$ cat src/verilog/gang_handshake_pkg.sv
// Shared constants and types for the four-unit handler handshake.
// Assumes a single 200 MHz clock; every time below is in its own unit.
`default_nettype none
package gang_handshake_pkg;
   localparam int unsigned UNITS           = 4;
   localparam int unsigned CLOCK_PERIOD_NS = 5;
   localparam int unsigned MS_IN_NS        = 1_000_000;
   // Limits of the start pulse width, in milliseconds
   localparam int unsigned GO_MIN_MS       = 50;
   localparam int unsigned GO_MAX_MS       = 80;
   localparam int unsigned CYCLES_PER_MS   = MS_IN_NS / CLOCK_PERIOD_NS;
   localparam int unsigned WIDTH_CNT_W     = 7;
   localparam logic [WIDTH_CNT_W-1:0] WIDTH_CNT_MAX = 7'h7F;
   // Tick phase is unknown, so a measured width may read one below the true one
   localparam logic [WIDTH_CNT_W-1:0] GO_PULSE_WIDTH_LO = 7'(GO_MIN_MS - 1);
   localparam logic [WIDTH_CNT_W-1:0] GO_PULSE_WIDTH_HI = 7'(GO_MAX_MS);
   localparam logic [3:0] LINES_IDLE = 4'hF;

   typedef enum logic [2:0] {
      ST_IDLE = 3'b001,
      ST_WORK = 3'b010,
      ST_DONE = 3'b100
   } unit_state_t;

   // Lines toward the handler, one bit per unit, all active low
   typedef struct packed {
      logic [UNITS-1:0] unit_working_n;
      logic [UNITS-1:0] unit_result_good_n;
      logic [UNITS-1:0] unit_result_bad_n;
   } unit_lines_t;

   // Report from the programming engines, one bit per unit
   typedef struct packed {
      logic [UNITS-1:0] done;
      logic [UNITS-1:0] pass;
      logic [UNITS-1:0] pause;
   } engine_status_t;
endpackage
`default_nettype wire

$ cat src/verilog/ms_tick_divider.sv
// One-cycle enable pulse once per millisecond.
// Assumes the single system clock and its asynchronous active-low reset.
`timescale 1ns/10ps
`default_nettype none
module ms_tick_divider #(
   parameter int unsigned CYCLES = 200_000
) (
   input  wire logic i_clock,
   input  wire logic i_reset_n,
   output var  logic o_tick
);
   typedef struct packed {
      logic [31:0] count;
      logic        tick;
   } div_state_t;

   div_state_t st_reg;
   div_state_t st_next;

   always_comb begin
      st_next      = st_reg;
      st_next.tick = 1'b0;
      if (st_reg.count == 32'(CYCLES - 1)) begin
         st_next.count = 32'h0000_0000;
         st_next.tick  = 1'b1;
      end else begin
         st_next.count = st_reg.count + 32'h0000_0001;
      end
   end

   always_ff @(posedge i_clock or negedge i_reset_n) begin
      if (!i_reset_n) begin
         st_reg <= '0;
      end else begin
         st_reg <= st_next;
      end
   end

   assign o_tick = st_reg.tick;
endmodule // ms_tick_divider
`default_nettype wire

$ cat src/verilog/gang_programmer_handshake.sv
// Control-bus handshake of four programming units toward an IC handler.
// Assumes start request and mode pins arrive asynchronously; engine status is on i_clock.
`timescale 1ns/10ps
`default_nettype none
// Behaviour
// - After reset every busy, pass and fail line sits high and every engine start output is low.
// - Accepted start drives busy low; busy may rise briefly during work.
// - On completion busy rises and exactly one of pass or fail goes low.
// - In single-start mode each unit starts only from its own request line.
module gang_programmer_handshake
   import gang_handshake_pkg::*;
#(
   parameter int unsigned CYCLES_PER_MS_P = gang_handshake_pkg::CYCLES_PER_MS
) (
   input  wire logic                              i_clock,
   input  wire logic                              i_reset_n,
   input  wire logic [gang_handshake_pkg::UNITS-1:0] i_unit_go_request_n,
   input  wire logic                              i_all_start_mode,
   input  wire logic                              i_all_start_n,
   input  wire gang_handshake_pkg::engine_status_t i_engine,
   output var  gang_handshake_pkg::unit_lines_t   o_unit_lines,
   output var  logic [gang_handshake_pkg::UNITS-1:0] o_engine_start
);
   import gang_handshake_pkg::*;

   typedef struct packed {
      logic [UNITS-1:0]                  go_meta;
      logic [UNITS-1:0]                  go_sync;
      logic [UNITS-1:0]                  go_prev;
      logic                              mode_meta;
      logic                              mode_sync;
      logic                              all_meta;
      logic                              all_sync;
      logic                              all_prev;
      unit_state_t [UNITS-1:0]           unit;
      logic [UNITS-1:0][WIDTH_CNT_W-1:0] low_cnt;
      unit_lines_t                       lines;
      logic [UNITS-1:0]                  engine_start;
   } hs_state_t;

   hs_state_t        st_reg;
   hs_state_t        st_next;
   logic             ms_tick;
   logic [UNITS-1:0] start_ok;
   logic [UNITS-1:0] width_ok;

   function automatic logic go_width_ok(input logic [WIDTH_CNT_W-1:0] cnt);
      go_width_ok = (cnt >= GO_PULSE_WIDTH_LO) && (cnt <= GO_PULSE_WIDTH_HI);
   endfunction

   ms_tick_divider #(
      .CYCLES (CYCLES_PER_MS_P)
   ) u_ms_tick (
      .i_clock   (i_clock),
      .i_reset_n (i_reset_n),
      .o_tick    (ms_tick)
   );

   always_comb begin
      st_next              = st_reg;
      st_next.go_meta      = i_unit_go_request_n;
      st_next.go_sync      = st_reg.go_meta;
      st_next.go_prev      = st_reg.go_sync;
      st_next.mode_meta    = i_all_start_mode;
      st_next.mode_sync    = st_reg.mode_meta;
      st_next.all_meta     = i_all_start_n;
      st_next.all_sync     = st_reg.all_meta;
      st_next.all_prev     = st_reg.all_sync;
      st_next.engine_start = '0;
      start_ok             = '0;
      width_ok             = '0;
      for (int u = 0; u < UNITS; u++) begin
         // Width of the low phase in whole milliseconds, saturating
         if (st_reg.go_sync[u]) begin
            st_next.low_cnt[u] = '0;
         end else if (ms_tick && st_reg.low_cnt[u] != WIDTH_CNT_MAX) begin
            st_next.low_cnt[u] = st_reg.low_cnt[u] + 7'h01;
         end
         width_ok[u] = go_width_ok(st_reg.low_cnt[u]);
         // In single-start mode a request counts at its rising edge, only if the width was legal; the shared start counts at its falling edge
         if (st_reg.mode_sync) begin
            start_ok[u] = !st_reg.all_sync && st_reg.all_prev;
         end else begin
            start_ok[u] = st_reg.go_sync[u] && !st_reg.go_prev[u]
                          && width_ok[u];
         end
         case (st_reg.unit[u])
            ST_IDLE, ST_DONE: begin
               if (start_ok[u]) begin
                  st_next.unit[u]                     = ST_WORK;
                  st_next.engine_start[u]             = 1'b1;
                  st_next.lines.unit_working_n[u]     = 1'b0;
                  st_next.lines.unit_result_good_n[u] = 1'b1;
                  st_next.lines.unit_result_bad_n[u]  = 1'b1;
               end
            end
            ST_WORK: begin
               if (i_engine.done[u]) begin
                  st_next.unit[u]                     = ST_DONE;
                  st_next.lines.unit_working_n[u]     = 1'b1;
                  st_next.lines.unit_result_good_n[u] = !i_engine.pass[u];
                  st_next.lines.unit_result_bad_n[u]  = i_engine.pass[u];
               end else begin
                  // Busy may go high while the engine pauses; results stay high
                  st_next.lines.unit_working_n[u]     = i_engine.pause[u];
               end
            end
            default: begin
               st_next.unit[u]                     = ST_IDLE;
               st_next.lines.unit_working_n[u]     = 1'b1;
               st_next.lines.unit_result_good_n[u] = 1'b1;
               st_next.lines.unit_result_bad_n[u]  = 1'b1;
            end
         endcase
      end
   end

   always_ff @(posedge i_clock or negedge i_reset_n) begin
      if (!i_reset_n) begin
         st_reg.go_meta      <= LINES_IDLE;
         st_reg.go_sync      <= LINES_IDLE;
         st_reg.go_prev      <= LINES_IDLE;
         st_reg.mode_meta    <= 1'b0;
         st_reg.mode_sync    <= 1'b0;
         st_reg.all_meta     <= 1'b1;
         st_reg.all_sync     <= 1'b1;
         st_reg.all_prev     <= 1'b1;
         st_reg.unit         <= {UNITS{ST_IDLE}};
         st_reg.low_cnt      <= '0;
         st_reg.lines        <= {LINES_IDLE, LINES_IDLE, LINES_IDLE};
         st_reg.engine_start <= '0;
      end else begin
         st_reg <= st_next;
      end
   end

   assign o_unit_lines   = st_reg.lines;
   assign o_engine_start = st_reg.engine_start;

   for (genvar g = 0; g < UNITS; g++) begin : g_check

   end
endmodule // gang_programmer_handshake
`default_nettype wire

$ cat config.mk
export PLATFORM = sky130hd
export DESIGN_NAME = gang_programmer_handshake
export DESIGN_NICKNAME = d
export VERILOG_FILES = /design/src/verilog/gang_handshake_pkg.sv /design/src/verilog/ms_tick_divider.sv /design/src/verilog/gang_programmer_handshake.sv
export SDC_FILE = /design/constraint.sdc
export NUM_CORES = 1
export LEC_CHECK = 0
export BUFFER_PORTS_ARGS = -buffer_cell sky130_fd_sc_hd__buf_4
export CAP_MARGIN = 20
export CORE_MARGIN = 10
export CORE_UTILIZATION = 53
export CTS_CLUSTER_DIAMETER = 100
export DETAILED_ROUTE_END_ITERATION = 16
export PLACE_DENSITY_LB_ADDON = 0.3
export SYNTH_ARGS = -nofsm -noshare
export SYNTH_HDL_FRONTEND = slang
export SYNTH_SLANG_ARGS = --single-unit
$ cat constraint.sdc
create_clock -name i_clock -period 4.9 [get_ports i_clock]
set_clock_uncertainty 0.15 [all_clocks]
set_input_delay 0.49 -clock i_clock [delete_from_list [all_inputs] [get_ports i_clock]]
set_output_delay 0.49 -clock i_clock [all_outputs]
set_load 0.03 [all_outputs]
==> results by group <==
Outcome
  • Status: complete, no violations

Place
  • # port buffers: 35
  • GP Congestion: 0.861
  • Hpwl dp: 7.55 mm
  • Post-Place Setup Slack: 2.68 ns

Critical path
  • Cell Chain, Critical Path: inv_1, ha_1, or3b_2, a21oi_1, o311ai_0, a21boi_0
  • Worst EP arrival: 2.39 ns
  • R2r endpoint: o_unit_lines[10]
  • Worst r2r src: st_reg[30]
  • Crit path max fanout: 6
  • FF-to-FF setup slack: 2.64 ns
  • Reg2reg path depth: 6
  • Critical setup path kind: reg2reg
  • Critical Path RT: 5.03 ns
  • CP Launch Type: flop
  • Critical path capture point type: flop
  • Slowest CP cell: dfrtp_1
  • Largest stage delay on the critical path: 0.47 ns

Logic synthesis
  • Async S/R FF share, synth: 100%
  • Most used DFF post-synth: dfrtp_1
  • Sequential fraction of the synthesis area: 48.8%
  • YS warnings: 0
  • Ranking of synthesized cells by area: dfrtp_1 (34%), dfstp_2 (15%), xnor2_1 (6.7%)
  • Post-Syn Area: 0.00552 mm²
  • Most common cell in the netlist: dfrtp_1
  • Post-synthesis register bit count: 106
  • Post-synth top area cell: dfrtp_1
  • Number of enable flip-flop cells after synthesis: 0
  • Unique masters post-synth: 55
  • Commonest cells post-synth: dfrtp_1 (75), nor2_1 (53), xnor2_1 (42)
  • Average size of a mapped cell: 10.2 µm²
  • Top-area cell type share of the netlist area: 34.0%
  • Synth Instances: 539
  • Syn Nets: 572

Global routing
  • Initial antenna violation count: 0
  • GR Overflow Total: 0
  • GRT Total Usage: 14.9%
  • First-pass GRT wire length: 18.5 mm
  • Number of global-route vias before repair: 3987
  • Largest net degree at the start of global routing: 59

Timing
  • Setup tns final: 0 ns
  • Hold Fails Final Rpt: 0
  • Max-slew violations: 0
  • Fin worst setup slack: 2.64 ns
  • Unrepaired setup endpoints after global routing: false
  • Tmin final: 2.26 ns
  • Worst Tran Pin Value: 1.03 ns
  • Post-route clock period utilization: 46.1%
  • Maximum clock frequency: 442 MHz
  • Final number of setup-violating endpoints: 0
  • Slew margin rel.: 30.9%

Run
  • Maxcap violations: 0

Power
  • Combinational share of power: 19.7%
  • Clk network pwr share: 26.4%
  • Seq pwr share: 53.9%
  • Power density cells: 337 mW/mm²
  • Cell internal pwr: 0.00140 W
  • LEAKAGE: 2.39 nW
  • Sw power: 0.000594 W
  • Switch share: 29.8%
  • VDD IR max: 0.000166 V

Cells and area
  • Fin nets: 583
  • Max reg flops: 46
  • Layout cells sized above 1: 16.6%
  • N_diodes: 0
  • Sequential cell area: 0.00269 mm²
  • Area of the multi-input gates: 0.00250 mm²
  • Filler cell count in the final layout: 857
  • Area delta synth->final: 7.46%

Clocking
  • Clock-pin slew on the worst setup and hold paths: 0.09 ns
  • Postcts setup bufs: 0
  • Skew-Pair Late Insertion Delay: 0.36 ns
  • TritonCTS Buffers: 9
  • Sink Count: 106
  • CTS tree: built
  • CTS max path bufs: 2
  • H-Tree Depth: 3
  • CTS Root Buffer Type: clkbuf_8

Drt
  • Via-per-instance ratio: 5.80
  • 1st-pass router iterations: 4
  • Vias: 4009
  • WL/cell: 15.3 µm
  • Highest routed layer: met4
  • Met2 routed WL: 5.05 mm
  • Met1 wire length: 4.84 mm
  • Residual DRC: 0
  • Met3 routed WL: 501 µm
  • DR iter-0 viols: 223
  • Post-route ant nets: 0
  • Detailed-route wire length: 10.5 mm

Die
  • Num ports: 36
  • DIE AREA: 0.0149 mm²
  • Core Box Area: 0.0102 mm²
  • Starting Density: 53.9%
  • Row Count: 37
  • Die width: 122 µm
  • Die H: 122 µm

Worst hold path
  • Worst hold stages: 1
  • WHS Endpoint: st_next[65]
  • Hold Startpoint: i_unit_go_request_n[0]
  • Tightest Hold Check Type: in2reg
critical path: cells and delay by family (launching register included):
kind | cells | cell delay [ns]
compound gates | 3 | 0.87
simple gates | 1 | 0.43
flops | 1 | 0.47
buf+inv | 1 | 0.11
fa+ha+maj | 1 | 0.14
repair_timing:
action                    4_1_cts  5_1_grt
hold endpoints to repair       36        0
hold buffers                    1        0
gates resized for setup         0        0
cell usage in the layout, fill, tap and decap left out, types with 5 or more instances in the layout:
cell | Yosys | routed
dfrtp_1 | 75 | 75
nor2_1 | 53 | 53
xnor2_1 | 42 | 42
buf_4 | 21 | 36
dfstp_2 | 31 | 31
inv_1 | 24 | 24
nand3_1 | 21 | 21
nand4_1 | 20 | 20
nand2_1 | 18 | 18
a21oi_1 | 18 | 18
nor3_1 | 15 | 15
a31oi_1 | 15 | 15
a211oi_1 | 14 | 14
ha_1 | 13 | 13
nor4_1 | 12 | 12
and3_1 | 12 | 12
nand2b_1 | 12 | 12
nor3b_1 | 10 | 10
clkbuf_8 | 0 | 10
o31ai_1 | 8 | 8
a311oi_1 | 8 | 8
nor2b_1 | 7 | 7
or3_1 | 6 | 6
and4_1 | 5 | 5
o311ai_0 | 5 | 5
worst max path at each step:
stage	startpoint	end	slack, ns	cells after the start
after floorplan	st_reg[37]	o_unit_lines[11]	3.01	6
after global placement	u_ms_tick.st_reg[17]	u_ms_tick.st_reg[32]	2.77	4
after detailed placement	st_reg[30]	o_unit_lines[10]	2.68	6
after CTS	st_reg[30]	o_unit_lines[10]	2.66	6
after global routing	st_reg[31]	o_unit_lines[10]	2.47	6
final	st_reg[30]	o_unit_lines[10]	2.64	6
layout make-up:
| cell class | count | share of cell area, % |
|---|---|---|
| Timing Repair Buffer | 37 | 4.73 |
| Clock inverter | 2 | 0.654 |
| Multi-Input combinational cell | 372 | 42.2 |
| Sequential cell | 106 | 45.4 |
| Inverter | 24 | 1.52 |
| Tap cell | 136 | 2.87 |
| Clock buffer | 14 | 2.58 |
metal layers:
| layer | track usage (%) | vias to the layer above |
|---|---|---|
| li1 | - | 1964 |
| met1 | 19.3 | 1951 |
| met2 | 24.1 | 82 |
| met3 | 3.38 | 12 |
| met4 | 5.51 | 0 |
| met5 | 0 | - |
power groups by stage:
| stage | clock [W] | sequential (W) | combinational [W] |
|---|---|---|---|
| 6_report | 0.000527 | 0.00108 | 0.000394 |
| 5_1_grt | 0.000579 | 0.00109 | 0.000442 |
| 4_1_cts | 0.000551 | 0.00108 | 0.000399 |
| 3_5_place_dp | 0 | 0.00109 | 0.000397 |
| 3_3_place_gp | 0 | 0.00109 | 0.000385 |
| 2_1_floorplan | 0 | 0.00102 | 0.000383 |
cell families (layout without fill, tap and decap cells):
kind of cell	Yosys count	count (layout)	synth area share [%]
AND/OR/NAND/NOR	214	214	21.9
flip-flops	106	106	48.8
AO/OA/AOI/OAI	96	96	12.7
buffers and inverters	61	77	5.81
XOR/XNOR	45	45	7.15
adder cells (fa/ha/maj)	13	13	2.95
multiplexers	4	4	0.726
through the flow:
step	util (%)	hold slack (ns)	total power (W)	std cells	cell area, µm²
2_1_floorplan	-	0.0444	0.00141	539	5520
3_3_place_gp	56.0	0.198	0.00147	674	5730
3_5_place_dp	56.0	0.198	0.00149	674	5730
4_1_cts	57.9	0.0561	0.00203	691	5930
5_1_grt	57.9	0.0529	0.00211	691	5930
6_report	57.9	0.0792	0.00200	691	5930
Power figures use the tool's default switching activity.
